### config.mk
export PLATFORM = sky130hd
export DESIGN_NAME = cfgr_bank
export DESIGN_NICKNAME = d
export VERILOG_FILES = /design/src/cfgr_pkg.sv /design/src/cfgr_index.sv /design/src/cfgr_decode.sv /design/src/cfgr_bank.sv
export SDC_FILE = /design/constraint.sdc
export NUM_CORES = 1
export LEC_CHECK = 0
export BUFFER_PORTS_ARGS = -buffer_cell sky130_fd_sc_hd__buf_2
export CORE_ASPECT_RATIO = 1.75
export CORE_MARGIN = 3
export CORE_UTILIZATION = 45
export DETAILED_ROUTE_END_ITERATION = 10
export GPL_TIMING_DRIVEN = 1
export PLACE_DENSITY_LB_ADDON = 0.12
export SYNTH_ARGS = -nofsm -noshare
export SYNTH_HDL_FRONTEND = slang
export SYNTH_SLANG_ARGS = --single-unit
### constraint.sdc
create_clock -name core_clk -period 1.75 [get_ports core_clk]
set_input_delay 0.2625 -clock core_clk [delete_from_list [all_inputs] [get_ports core_clk]]
set_output_delay 0.2625 -clock core_clk [all_outputs]
set_load 0.01 [all_outputs]
### src/cfgr_pkg.sv
`default_nettype none
package cfgr_pkg;

    ////////////////////////////////////////////////////////////////////////////
    // register indices as loaded into the configuration index register
    localparam logic [7:0] IDX_DRIVE_TYPE   = 8'h06;
    localparam logic [7:0] IDX_AUTOPOWER    = 8'h07;
    localparam logic [7:0] IDX_DEC_LOW      = 8'h08;
    localparam logic [7:0] IDX_DEC_HIGH     = 8'h09;

    ////////////////////////////////////////////////////////////////////////////
    // reset values
    localparam logic [7:0] RST_INDEX        = 8'h00;
    localparam logic [7:0] RST_DRIVE_TYPE   = 8'hFF;
    localparam logic [7:0] RST_AUTOPOWER    = 8'h00;
    localparam logic [7:0] RST_DEC_LOW      = 8'h00;
    localparam logic [7:0] RST_DEC_HIGH     = 8'h00;

    ////////////////////////////////////////////////////////////////////////////
    // field positions and writable-bit masks
    localparam int         DRIVE_ID_W       = 2;
    localparam int         BOOT_LSB         = 0;
    localparam int         BOOT_W           = 2;
    localparam int         APD_LPT_BIT      = 4;
    localparam int         APD_UART2_BIT    = 5;
    localparam int         APD_UART1_BIT    = 6;
    localparam int         APD_FDC_BIT      = 7;
    localparam logic [7:0] APD_BITS_MASK    = 8'hF0;
    localparam logic [7:0] AUTOPOWER_WMASK  = 8'hF3;
    localparam logic [7:0] DEC_LOW_WMASK    = 8'hF0;
    localparam logic [7:0] DEC_HIGH_WMASK   = 8'hCF;
    localparam int         DEC_LOW_LSB      = 4;
    localparam int         DEC_HIGH_LSB     = 0;
    localparam int         DEC_CFG_LSB      = 6;
    localparam logic [3:0] HOST_TOP_ZERO    = 4'h0;
    localparam logic [3:0] BYTE_OFFSET_ZERO = 4'h0;

    ////////////////////////////////////////////////////////////////////////////
    // decoder size selection
    typedef enum logic [1:0] {
        DEC_OFF   = 2'h0,
        DEC_BYTE  = 2'h1,
        DEC_BLK8  = 2'h2,
        DEC_BLK16 = 2'h3
    } cfgr_dec_mode_e;

endpackage
`default_nettype wire

### src/cfgr_index.sv
`timescale 1ns/10ps
`default_nettype none
module cfgr_index (
    input  wire logic       core_clk,
    input  wire logic       nrst,
    input  wire logic       cfg_state,
    input  wire logic       cfg_index_wr,
    input  wire logic [7:0] cfg_wdata,
    output logic      [7:0] config_index_reg
);

    logic [7:0] index_r;
    logic [7:0] index_nxt;

    // index only moves while configuration state is open
    always_comb begin
        index_nxt = index_r;
        if (cfg_state && cfg_index_wr) begin
            index_nxt = cfg_wdata;
        end
    end

    always_ff @(posedge core_clk) begin
        if (!nrst) begin
            index_r <= cfgr_pkg::RST_INDEX;
        end else begin
            index_r <= index_nxt;
        end
    end

    assign config_index_reg = index_r;

endmodule
`default_nettype wire

### src/cfgr_decode.sv
`timescale 1ns/10ps
`default_nettype none
module cfgr_decode (
    input  wire logic                      core_clk,
    input  wire logic                      nrst,
    input  wire logic [15:0]               io_addr,
    input  wire logic [3:0]                decode_match_low_bits,
    input  wire logic [3:0]                decode_match_high_bits,
    input  wire cfgr_pkg::cfgr_dec_mode_e  dec_mode,
    output logic                           gp_decode_select_n
);

    logic sel_n_r;
    logic sel_n_nxt;
    logic page_hit;

    // upper nibble must be zero and A11:A4 must equal the programmed bits
    assign page_hit = (io_addr[15:12] == cfgr_pkg::HOST_TOP_ZERO) &&
                      (io_addr[11:8] == decode_match_high_bits) &&
                      (io_addr[7:4] == decode_match_low_bits);

    // the select is registered so it never glitches while the address settles
    always_comb begin
        sel_n_nxt = 1'b1;
        case (dec_mode)
            cfgr_pkg::DEC_OFF: begin
                sel_n_nxt = 1'b1;
            end
            cfgr_pkg::DEC_BYTE: begin
                sel_n_nxt = !(page_hit && (io_addr[3:0] == cfgr_pkg::BYTE_OFFSET_ZERO));
            end
            cfgr_pkg::DEC_BLK8: begin
                sel_n_nxt = !(page_hit && !io_addr[3]);
            end
            cfgr_pkg::DEC_BLK16: begin
                sel_n_nxt = !page_hit;
            end
            default: begin
                sel_n_nxt = 1'b1;
            end
        endcase
    end

    always_ff @(posedge core_clk) begin
        if (!nrst) begin
            sel_n_r <= 1'b1;
        end else begin
            sel_n_r <= sel_n_nxt;
        end
    end

    assign gp_decode_select_n = sel_n_r;

endmodule
`default_nettype wire

### src/cfgr_bank.sv
// What this block does
// - drive type reg at index 06H, resets FFH
// - two-bit type ID per drive slot
// - power/boot reg at index 07H, resets 00H
// - bits 1:0 select boot drive A or B
// - bit 4 enables parallel port auto power-down
// - bit 5 enables second UART auto power-down
// - bit 6 enables first UART auto power-down
// - bit 7 enables floppy auto power-down
// - power-down enables clear on power-on or hardware reset
// - decoder low reg at index 08H, resets 00H
// - low reg holds A7:A4, low nibble zero
// - decoder high reg at index 09H, resets 00H
// - high reg holds A11:A8 and mode bits
// - select needs A11:A4 match, A15:A12 zero
// - mode picks off, byte, 8 or 16 block
`timescale 1ns/10ps
`default_nettype none
module cfgr_bank (
    input  wire logic        core_clk,
    input  wire logic        nrst,
    input  wire logic        hard_reset,
    input  wire logic        cfg_state,
    input  wire logic        cfg_index_wr,
    input  wire logic        cfg_data_wr,
    input  wire logic        cfg_data_rd,
    input  wire logic [7:0]  cfg_wdata,
    input  wire logic [15:0] io_addr,
    output logic      [7:0]  cfg_rdata,
    output logic             cfg_rdata_valid,
    output logic             cfg_rdata_hit,
    output logic      [7:0]  drive_type_ids,
    output logic      [1:0]  drive_slot_0,
    output logic      [1:0]  drive_slot_1,
    output logic      [1:0]  drive_slot_2,
    output logic      [1:0]  drive_slot_3,
    output logic      [1:0]  boot_drive_sel,
    output logic             auto_power_a_lpt,
    output logic             auto_power_a_uart2,
    output logic             auto_power_a_uart1,
    output logic             auto_power_a_fdc,
    output logic             gp_decode_select_n
);

    ////////////////////////////////////////////////////////////////////////////
    // declarations

    logic [7:0] config_index_reg;
    logic [7:0] drive_type_r;
    logic [7:0] drive_type_nxt;
    logic [7:0] autopower_r;
    logic [7:0] autopower_nxt;
    logic [7:0] dec_low_r;
    logic [7:0] dec_low_nxt;
    logic [7:0] dec_high_r;
    logic [7:0] dec_high_nxt;
    logic [7:0] rdata_r;
    logic [7:0] rdata_nxt;
    logic       rvalid_r;
    logic       rvalid_nxt;
    logic       rhit_r;
    logic       rhit_nxt;
    logic       wr_ok;
    logic       rd_ok;

    cfgr_pkg::cfgr_dec_mode_e dec_mode;

    // merge a write into a register, keeping bits that do not take writes
    function automatic logic [7:0] masked_write(input logic [7:0] old_val,
                                                input logic [7:0] new_val,
                                                input logic [7:0] wmask);
        masked_write = (old_val & ~wmask) | (new_val & wmask);
    endfunction

    // true when the index selects one of this bank's registers
    function automatic logic index_mapped(input logic [7:0] idx);
        index_mapped = (idx == cfgr_pkg::IDX_DRIVE_TYPE) || (idx == cfgr_pkg::IDX_AUTOPOWER) ||
                       (idx == cfgr_pkg::IDX_DEC_LOW) || (idx == cfgr_pkg::IDX_DEC_HIGH);
    endfunction

    ////////////////////////////////////////////////////////////////////////////
    // index register

    cfgr_index u_index (
        .core_clk         (core_clk),
        .nrst             (nrst),
        .cfg_state        (cfg_state),
        .cfg_index_wr     (cfg_index_wr),
        .cfg_wdata        (cfg_wdata),
        .config_index_reg (config_index_reg)
    );

    // data port is dead outside configuration state
    assign wr_ok = cfg_state && cfg_data_wr;
    assign rd_ok = cfg_state && cfg_data_rd;

    ////////////////////////////////////////////////////////////////////////////
    // register file next values

    always_comb begin
        drive_type_nxt = drive_type_r;
        autopower_nxt  = autopower_r;
        dec_low_nxt    = dec_low_r;
        dec_high_nxt   = dec_high_r;
        if (wr_ok) begin
            case (config_index_reg)
                cfgr_pkg::IDX_DRIVE_TYPE: begin
                    drive_type_nxt = cfg_wdata;
                end
                cfgr_pkg::IDX_AUTOPOWER: begin
                    autopower_nxt = masked_write(autopower_r, cfg_wdata, cfgr_pkg::AUTOPOWER_WMASK);
                end
                cfgr_pkg::IDX_DEC_LOW: begin
                    dec_low_nxt = masked_write(dec_low_r, cfg_wdata, cfgr_pkg::DEC_LOW_WMASK);
                end
                cfgr_pkg::IDX_DEC_HIGH: begin
                    dec_high_nxt = masked_write(dec_high_r, cfg_wdata, cfgr_pkg::DEC_HIGH_WMASK);
                end
                default: begin
                    drive_type_nxt = drive_type_r;
                end
            endcase
        end
        // hardware reset beats a write in the same cycle for the enables only
        if (hard_reset) begin
            autopower_nxt = autopower_nxt & ~cfgr_pkg::APD_BITS_MASK;
        end
    end

    // power-on reset restores every register; boot select and decoder survive hard_reset
    always_ff @(posedge core_clk) begin
        if (!nrst) begin
            drive_type_r <= cfgr_pkg::RST_DRIVE_TYPE;
            autopower_r  <= cfgr_pkg::RST_AUTOPOWER;
            dec_low_r    <= cfgr_pkg::RST_DEC_LOW;
            dec_high_r   <= cfgr_pkg::RST_DEC_HIGH;
        end else begin
            drive_type_r <= drive_type_nxt;
            autopower_r  <= autopower_nxt;
            dec_low_r    <= dec_low_nxt;
            dec_high_r   <= dec_high_nxt;
        end
    end

    ////////////////////////////////////////////////////////////////////////////
    // read path: data appears the cycle after the read strobe

    always_comb begin
        rdata_nxt  = rdata_r;
        rvalid_nxt = 1'b0;
        rhit_nxt   = 1'b0;
        if (rd_ok) begin
            rvalid_nxt = 1'b1;
            rhit_nxt   = index_mapped(config_index_reg);
            // unmapped indices read zero so another bank can drive the bus
            case (config_index_reg)
                cfgr_pkg::IDX_DRIVE_TYPE: begin
                    rdata_nxt = drive_type_r;
                end
                cfgr_pkg::IDX_AUTOPOWER: begin
                    rdata_nxt = autopower_r & cfgr_pkg::AUTOPOWER_WMASK;
                end
                cfgr_pkg::IDX_DEC_LOW: begin
                    rdata_nxt = dec_low_r & cfgr_pkg::DEC_LOW_WMASK;
                end
                cfgr_pkg::IDX_DEC_HIGH: begin
                    rdata_nxt = dec_high_r & cfgr_pkg::DEC_HIGH_WMASK;
                end
                default: begin
                    rdata_nxt = 8'h00;
                end
            endcase
        end
    end

    always_ff @(posedge core_clk) begin
        if (!nrst) begin
            rdata_r  <= 8'h00;
            rvalid_r <= 1'b0;
            rhit_r   <= 1'b0;
        end else begin
            rdata_r  <= rdata_nxt;
            rvalid_r <= rvalid_nxt;
            rhit_r   <= rhit_nxt;
        end
    end

    ////////////////////////////////////////////////////////////////////////////
    // general-purpose address decoder

    assign dec_mode = cfgr_pkg::cfgr_dec_mode_e'(dec_high_r[cfgr_pkg::DEC_CFG_LSB +: 2]);

    cfgr_decode u_decode (
        .core_clk               (core_clk),
        .nrst                   (nrst),
        .io_addr                (io_addr),
        .decode_match_low_bits  (dec_low_r[cfgr_pkg::DEC_LOW_LSB +: 4]),
        .decode_match_high_bits (dec_high_r[cfgr_pkg::DEC_HIGH_LSB +: 4]),
        .dec_mode               (dec_mode),
        .gp_decode_select_n     (gp_decode_select_n)
    );

    ////////////////////////////////////////////////////////////////////////////
    // outputs, all taken straight from register bits

    assign cfg_rdata          = rdata_r;
    assign cfg_rdata_valid    = rvalid_r;
    assign cfg_rdata_hit      = rhit_r;
    assign drive_type_ids     = drive_type_r;
    assign drive_slot_0       = drive_type_r[0*cfgr_pkg::DRIVE_ID_W +: cfgr_pkg::DRIVE_ID_W];
    assign drive_slot_1       = drive_type_r[1*cfgr_pkg::DRIVE_ID_W +: cfgr_pkg::DRIVE_ID_W];
    assign drive_slot_2       = drive_type_r[2*cfgr_pkg::DRIVE_ID_W +: cfgr_pkg::DRIVE_ID_W];
    assign drive_slot_3       = drive_type_r[3*cfgr_pkg::DRIVE_ID_W +: cfgr_pkg::DRIVE_ID_W];
    assign boot_drive_sel     = autopower_r[cfgr_pkg::BOOT_LSB +: cfgr_pkg::BOOT_W];
    assign auto_power_a_lpt   = autopower_r[cfgr_pkg::APD_LPT_BIT];
    assign auto_power_a_uart2 = autopower_r[cfgr_pkg::APD_UART2_BIT];
    assign auto_power_a_uart1 = autopower_r[cfgr_pkg::APD_UART1_BIT];
    assign auto_power_a_fdc   = autopower_r[cfgr_pkg::APD_FDC_BIT];
endmodule
`default_nettype wire

* After elaboration in Yosys (flattened, before gate mapping)
Index checks and enable logic that the tools add are counted.
Word-level totals: flip-flop bits (word level) 51, word-level logic and storage cells 51
Operators by class: equal/unequal tests 9, mux-type cells 5, bitwise logic cells 4, reduce and logical (&&, ||, !) cells 23
Operators by type and width (number):
- 8-bit one-hot mux with 4 select lines | 1
- 8-bit by 3-bit == test with 1-bit output, second input constant | 2
- 8-bit by 4-bit == test with 1-bit output, second input constant | 2
- 8-bit two-way mux | 2
- 4-bit by 8-bit OR with 8-bit output | 2
- 2-bit AND reduction | 5
- 4-bit == test | 2
- 4-bit zero test | 2
- 6-bit by 8-bit OR with 8-bit output | 1
- 1-bit logical AND | 7
- 2-bit == test, second input constant | 2
- 1-bit zero test | 4
- 1-bit one-hot mux with 4 select lines | 1
- 1-bit logical OR | 3
- 2-bit by 1-bit == test with 1-bit output, second input constant | 1
- 2-bit zero test | 1
- 2-bit OR reduction | 1
- 1-bit two-way mux | 1
- 1-bit NOT | 1

* Longest topological paths before layout
Gate-level depths: netlist of run 1.
depth after elaboration 6, mapped depth 6, gate-level depth less buffers 4

* Modules after synthesis
A second synthesis of run 1 with hierarchy kept.
Unflattened totals: cell total of the unflattened synthesis 249, area, all modules 2255.9 µm²
Modules (own cells, without submodules):
- cfgr_bank | times used 1, cells an instance 194, area an instance 1750.4 µm², seq. area each 680.7 µm²
- cfgr_index | times used 1, cells an instance 38, area an instance 359.1 µm², seq. area each 160.2 µm²
- cfgr_decode | times used 1, cells an instance 17, area an instance 146.4 µm², seq. area each 20.0 µm²

* Worst setup path before layout of run 1
Ideal clock, no wire load.
path kind register to register, start point reg u_index.index_r[4] (netlist: u_index.config_index_reg[4]), end point reg autopower_r[0], setup time 0.116 ns, arrival 1.699 ns, required time 1.634 ns, path slack -0.066 ns, stages on the path, launching flop included 6, buffers on the path 1, clock period less this slack 1.816 ns, cells stage by stage dfxtp_1 -> or4_4 -> buf_6 -> nor4_4 -> mux2i_1 -> nor2b_1
On the way: longest elaborated chain between the ends 3
Ends and longest elaborated chain:
- from (decl) | line cfgr_index.sv:12 | logic [7:0] index_r;
- from (signal assigned) | line cfgr_index.sv:25 | index_r <= cfgr_pkg::RST_INDEX;
- from (signal assigned) | line cfgr_index.sv:27 | index_r <= index_nxt;
- 8-bit by 3-bit == test with 1-bit output | line cfgr_bank.sv:106 | case (config_index_reg)
- 8-bit two-way mux | line cfgr_bank.sv:106
- 8-bit two-way mux | line cfgr_bank.sv:105 | if (wr_ok) begin
- to (signal assigned) | line cfgr_bank.sv:134 | autopower_r <= cfgr_pkg::RST_AUTOPOWER;
- to (signal assigned) | line cfgr_bank.sv:139 | autopower_r <= autopower_nxt;
- to (decl) | line cfgr_bank.sv:51 | logic [7:0] autopower_r;
No other way between the ends. A chain may end at the register's enable or synchronous reset.

* Worst setup path after layout of run 1
start point reg u_index.index_r[7] (netlist: u_index.config_index_reg[7]), end point reg autopower_r[5]
On the way: longest elaborated chain between the ends 2
Ends and longest elaborated chain (line):
- 8-bit by 3-bit == test with 1-bit output | cfgr_bank.sv:106
- 2-bit AND reduction (no line)
No other way between the ends.

==> results of run 1 <==
==> layout by cell type, fill, tap and decap left out, types with 2 or more instances in the layout <==
cell type and instances:
and2_1 2, a22o_1 7, buf_4 13, dfxtp_1 42, nor2b_1 14, nor4_1 2
o21ai_0 3, nand3_1 10, nor3_1 2, clkinv_2 3, clkbuf_8 5, xnor2_1 5
xor2_1 3, inv_1 2, nand2_1 22, nor4_4 2, buf_2 63, o22ai_1 2
a21boi_0 8, buf_6 2, mux2i_1 28, a22oi_1 6, nor2_1 4
==> worst max-delay path: cells and delay by family (launching register included) <==
family	cells	cell delay, ns
buffers and inverters	1	0.20
multiplexers	1	0.18
flip-flops	1	0.32
AND/OR/NAND/NOR	3	0.97
==> area by class of cell <==
| class | count | area (µm²) | area share [%] |
|---|---|---|---|
| Clock buffer | 5 | 68.8 | 2.75 |
| Clock inverter | 3 | 15.0 | 0.601 |
| Inverter | 2 | 7.51 | 0.300 |
| Multi-Input combinational cell | 138 | 1030 | 41.2 |
| Sequential cell | 43 | 862 | 34.5 |
| Tap cell | 49 | 61.3 | 2.45 |
| Timing Repair Buffer | 79 | 455 | 18.2 |
==> logic make-up (layout without fill, tap and decap cells) <==
logic type,count (synthesis),after routing
AOI/OAI and AO/OA,30,30
xor gates and xnor gates,8,8
muxes,29,29
DFF,43,43
buffers and inverters,21,89
and+or+nand+nor,71,71
==> stage by stage <==
step | TNS [ns] | cell area [µm²] | utilization (%)
after floorplan | -0.367 | 1990 | -
after global placement | -0.738 | 2390 | 57.0
after detailed placement | -0.922 | 2390 | 57.0
after CTS | -0.190 | 2490 | 59.4
after global routing | -1.56 | 2500 | 59.7
final | -0.184 | 2500 | 59.7
==> layer usage <==
metal / up-vias / global-route usage [%]
met5: - / 0
met4: 0 / 7.13
met3: 6 / 3.85
met2: 38 / 32.1
met1: 760 / 22.5
li1: 843 / -
==> synth_stat cells, types with 2 or more instances <==
cell / n
dfxtp_1: 43
mux2i_1: 28
nand2_1: 22
nor2b_1: 14
nand3_1: 10
a21boi_0: 8
buf_4: 8
a22o_1: 7
clkbuf_1: 7
a22oi_1: 6
xnor2_1: 5
nor2_1: 4
and2_1: 3
o21ai_0: 3
xor2_1: 3
buf_2: 2
inv_1: 2
nor3_1: 2
nor3b_1: 2
nor4_1: 2
nor4_4: 2
nor4bb_1: 2
o22ai_1: 2
==> repair_timing <==
action / in CTS / in global routing
setup endpoints to repair: 21 / 29
pin swaps: 0 / 5
setup buffers: 0 / 0
resized for setup: 4 / 3
==> where the power goes <==
group | leakage, nW | switching, W | total, W | internal (W)
clock | 0.0477 | 0.000343 | 0.000617 | 0.000274
sequential | 0.348 | 0.00000968 | 0.000998 | 0.000988
combinational | 0.568 | 0.0000904 | 0.000172 | 0.0000820
==> worst paths after layout <==
check	startpoint	to	slack (ns)	cells after the start
min	cfg_data_rd	cfg_rdata_valid$_SDFF_PN0_	0.22	2
min reg2reg	u_index.config_index_reg[5]$_SDFFE_PN0P_	u_index.config_index_reg[5]$_SDFFE_PN0P_	0.47	2
max reg2reg	u_index.config_index_reg[7]$_SDFFE_PN0P_	autopower_r[5]$_SDFFE_PP0P_	-0.04	5
max	u_index.config_index_reg[7]$_SDFFE_PN0P_	autopower_r[5]$_SDFFE_PP0P_	-0.04	5
==> results.cfg, run 1 <==
[hold_path]
hp-class = input port to register

[floorplan]
core_um2 = 4190
die_w_um = 56.3
ios = 64
initial_core_util_pct = 47.6
rows = 31
dieArea_um2 = 5290
die_y_um = 94.0

[logic_synthesis]
syn_area_um2 = 1990
synth_seq_cells = 43
syn_inst = 202
synthXorXnorAreaFrac_pct = 3.52
yosys_warnings = 0
synthMuxAreaShare_pct = 14.6
syn_nets = 233
synth_top_area_share_pct = 43.2
yosys.area_share.adder_pct = 0
synthArstFlopShare_pct = 0
avgSynthCellArea_um2 = 9.86
synth_top_family_by_area = simple AND/OR/NAND/NOR gates
synth_simple_gate_area_share_pct = 21.5
synth_flop_cell = dfxtp_1
ys_top_cells_by_area = dfxtp_1 (43%), mux2i_1 (14%), nor2b_1 (4.4%)
yosysUniqueCellTypes = 38
synth-compound-area-share_pct = 11.2
synth_largest_area_cell = dfxtp_1
synth_edf_count = 0
seq_area_frac_synth_pct = 43.2

[timing]
fin_skew_ns = 0.00826
rsz0062_at_grt = yes
setup_viol = 8
hold_slack_ns = 0.221
maxSlewViolCount = 0
fmax_mhz = 559
finalCritPeriodShare_pct = 102
max_slew_margin_pct = 71.0
finalHoldViolations = 0
finalWorstSetupSlack_ns = -0.0386
worst_pin_slew_ns = 0.434
fin_crit_ns = 1.79

[detailed_routing]
topRoutingLayerUsed = met4
dr.first_iter.drc_count = 24
wl_per_cell_um = 14.9
route.met3.wl_um = 216
finalWirelength_mm = 4.75
drc = 0
vias = 1647
drt_pre_antenna_iters = 4
met1Wirelength_mm = 2.01
vias_per_cell = 5.16
ant_nets = 0
route.met2.wl_mm = 2.45

[setup_path]
crit_arrival_ns = 1.97
required_ns = 1.93
crit_type = register to register
crit_path_end_kind = register
cp_cell_sequence = or4_4 -> nor4_4 -> buf_4 -> mux2i_1 -> nor2_1
cp_max_fo = 4
startpoint_type = register
cpPeakStageDelay_ns = 0.59
cpMaxStageDelayCell = or4_4

[power_and_ir_drop]
p_per_area_nw_per_um2 = 715
peakVddDrop_mv = 0.552
p_total_w = 0.00179
leakagePower_nw = 0.964

[placed_design]
gp_congestion = 0.776
hpwlAfterDp_mm = 3.73
numPortBuffers = 63
dp.cells = 311
dp_slack_ns = -0.0965

[clocking]
clk_latency_ns = 0.30
tritoncts = done
cts.sinks = 43
htreeDepth = 2
clk_pin_slew_worst_paths_ns = 0.08
cts_hold_buf = 0
cts_root_buffer = clkbuf_8
cts.path.max_buffers = 2
numCtsBuffers = 5

[finish]
fin_cells = 319
fillers = 407
syn_to_final_growth_pct = 25.5
antenna_cells = 0
nNetsFinal = 300
layout-drive-gt1-share_pct = 36.3

[flow_run]
cap_violations = 0

[run_status]
status = finished with violations
violations = negative setup slack

[global_route]
grt_overflow = 0
antenna_found_initial = 0
grt_max_degree = 20
grt_pass1_wl_mm = 7.60
grt_pass1_vias = 1569
grt.total_usage_pct = 18.7
(Power assumes the default switching activity.)
==> inputs of run 2 (changes only) <==
--- a/config.mk
+++ b/config.mk
@@ -5,6 +5,7 @@
 export SDC_FILE = /design/constraint.sdc
 export NUM_CORES = 1
 export LEC_CHECK = 0
+export ABC_AREA = 1
 export BUFFER_PORTS_ARGS = -buffer_cell sky130_fd_sc_hd__buf_2
 export CORE_ASPECT_RATIO = 1.75
 export CORE_MARGIN = 3
==> results.cfg, run 2 <==
[setup_path]
cp_max_fo = 12
cp_cell_sequence = inv_1 -> nand2_1 -> nor2_2 -> o21ai_0 -> nand3_2 -> nand3_1 -> nand2_1
r2r_slack_ns = 0.26
cpMaxStageDelayCell = nor2_2
r2r_start = u_index.config_index_reg[3]$_SDFFE_PN0P_
crit_arrival_ns = 1.74
r2r-end = cfg_rdata[1]$_SDFFE_PN0P_
crit_top_cell = nand2_1
crit_path_end_kind = register
reg2reg_depth = 7
crit_start = u_index.config_index_reg[3]$_SDFFE_PN0P_
required_ns = 2.00
startpoint_type = register
crit_type = register to register
cpPeakStageDelay_ns = 0.39

[timing]
fin_skew_ns = 0.00556
maxSlewViolCount = 0
fin_crit_ns = 1.49
rsz0062_at_grt = no
fmax_mhz = 671
setup_tns_ns = 0
finalCritPeriodShare_pct = 85.2
setup_viol = 0
finalHoldViolations = 0
worst_pin_slew_ns = 0.477
max_slew_margin_pct = 68.2

[placed_design]
placed_area_um2 = 2280
gp_congestion = 0.892
hpwlAfterDp_mm = 4.26
numPortBuffers = 63
dp.cells = 366

[power_and_ir_drop]
p_per_area_nw_per_um2 = 819
p_total_w = 0.00196
peakVddDrop_mv = 0.513
leakagePower_nw = 1.06

[detailed_routing]
wl_per_cell_um = 14.8
vias = 1961
drc = 0
dr.first_iter.drc_count = 70
finalWirelength_mm = 5.52
drt_pre_antenna_iters = 4
vias_per_cell = 5.26
ant_nets = 0

[finish]
nNetsFinal = 355
design_area_um2 = 2390
multi_input_area_um2 = 905
seqCellArea_um2 = 861
antenna_cells = 0
fillers = 452
final_cell_mix = buf_2 (63), nand2_1 (50), dfxtp_1 (43), nand3_1 (31), a21oi_1 (27)
syn_to_final_growth_pct = 18.5
final_common_cell = buf_2
fin_cells = 373
layout-drive-gt1-share_pct = 29.3

[hold_path]
whs_path_depth = 5
min_from = io_addr[12]
hp-class = input port to register
holdPathEnd = u_decode.gp_decode_select_n$_SDFF_PN1_

[logic_synthesis]
syn_area_um2 = 2010
avgSynthCellArea_um2 = 7.54
yosysUniqueCellTypes = 28
syn_inst = 267
synth_seq_cells = 43
syn_nets = 298
synthArstFlopShare_pct = 0
synth_largest_area_cell = dfxtp_1
ys_top_cells_by_area = dfxtp_1 (43%), nand2_1 (9.3%), nand3_1 (7.7%)
yosys_warnings = 0
synth_edf_count = 0
synth_flop_cell = dfxtp_1
yosysMostFrequentCell = nand2_1
seq_area_frac_synth_pct = 42.7
synth_common_cells = nand2_1 (50), dfxtp_1 (43), nand3_1 (31)
synth_top_area_share_pct = 42.7

[floorplan]
die_y_um = 94.5
core_um2 = 4230
dieArea_um2 = 5350
initial_core_util_pct = 47.6
die_w_um = 56.6
rows = 31
ios = 64

[clocking]
cts_hold_buf = 0
cts_root_buffer = clkbuf_8
numCtsBuffers = 5
cts.path.max_buffers = 2
tritoncts = done
cts_setup_buffers = 0
htreeDepth = 2
clk_latency_ns = 0.30
ctsResizeCount = 0
clk_pin_slew_worst_paths_ns = 0.08
cts.sinks = 43

[flow_run]
cap_violations = 0

[global_route]
grt.total_usage_pct = 21.4
grt_overflow = 0
grt_pass1_wl_mm = 8.76
grt_pass1_vias = 1818
antenna_found_initial = 0
grt_max_degree = 34

[run_status]
status = finished clean
[run 2: changes by cell type in the layout (fill, tap and decap cells not counted), sizes merged, moves of 12 or more]
cell / before / now
nand2: 22 / 56
inv: 2 / 30
mux2i: 28 / 0
a21oi: 1 / 27
nand3: 10 / 35
o21ai: 3 / 25
nor2b: 14 / 0
buf: 79 / 67
[run 2: cell type report]
type / instances / area share [%]
Clock buffer: 6 / 3.04
Clock inverter: 1 / 1.26
Inverter: 30 / 4.72
Multi-Input combinational cell: 177 / 37.9
Sequential cell: 43 / 36.1
Tap cell: 49 / 2.57
Timing Repair Buffer: 67 / 14.5
[run 2: kinds of logic after synthesis]
group | after synthesis | synth area share, %
AND/OR/NAND/NOR | 111 | 26.9
AO/OA/AOI/OAI | 65 | 17.6
buffers and inverters | 47 | 12.4
flip-flops | 43 | 42.7
XOR/XNOR | 1 | 0.435
[run 2: power by group]
group          internal [W]  switching, W  total (W)  leakage (nW)
logic             0.0000684      0.000130   0.000199         0.664
registers          0.000994    0.00000835    0.00100         0.348
clock network      0.000419      0.000337   0.000755        0.0513
[run 2: worst max path at each step]
stage               slack, ns                    endpoint  depth (start not counted)
finish                   0.26   cfg_rdata[1]$_SDFFE_PN0P_                          7
global route             0.05  dec_high_r[1]$_SDFFE_PN0P_                          8
CTS                      0.28  dec_high_r[0]$_SDFFE_PN0P_                          8
detailed placement       0.28  dec_high_r[0]$_SDFFE_PN0P_                          8
global placement         0.32  dec_high_r[1]$_SDFFE_PN0P_                          8
floorplan                0.58   dec_low_r[4]$_SDFFE_PN0P_                          9
[run 2: critical path: cells and delay by family, from the launching register on]
family | cells | cell delay (ns)
and+or+nand+nor | 5 | 0.84
DFF | 1 | 0.33
AOI/OAI and AO/OA | 1 | 0.20
buffers and inverters | 1 | 0.07
[run 2: through the flow]
stage	setup WS, ns	hold slack, ns	utilization, %
2_1_floorplan	0.575	0.389	-
3_3_place_gp	0.321	0.441	54.0
3_5_place_dp	0.282	0.447	54.0
4_1_cts	0.278	0.254	56.5
5_1_grt	0.0534	0.258	56.5
6_report	0.259	0.244	56.5
[run 2: routing by layer]
metal  part of all wire, %  global-route usage, %
met1                    39                   23.8
met2                    53                   39.2
met3                   5.0                   3.56
met4                   2.6                   9.50
met5                     0                      0
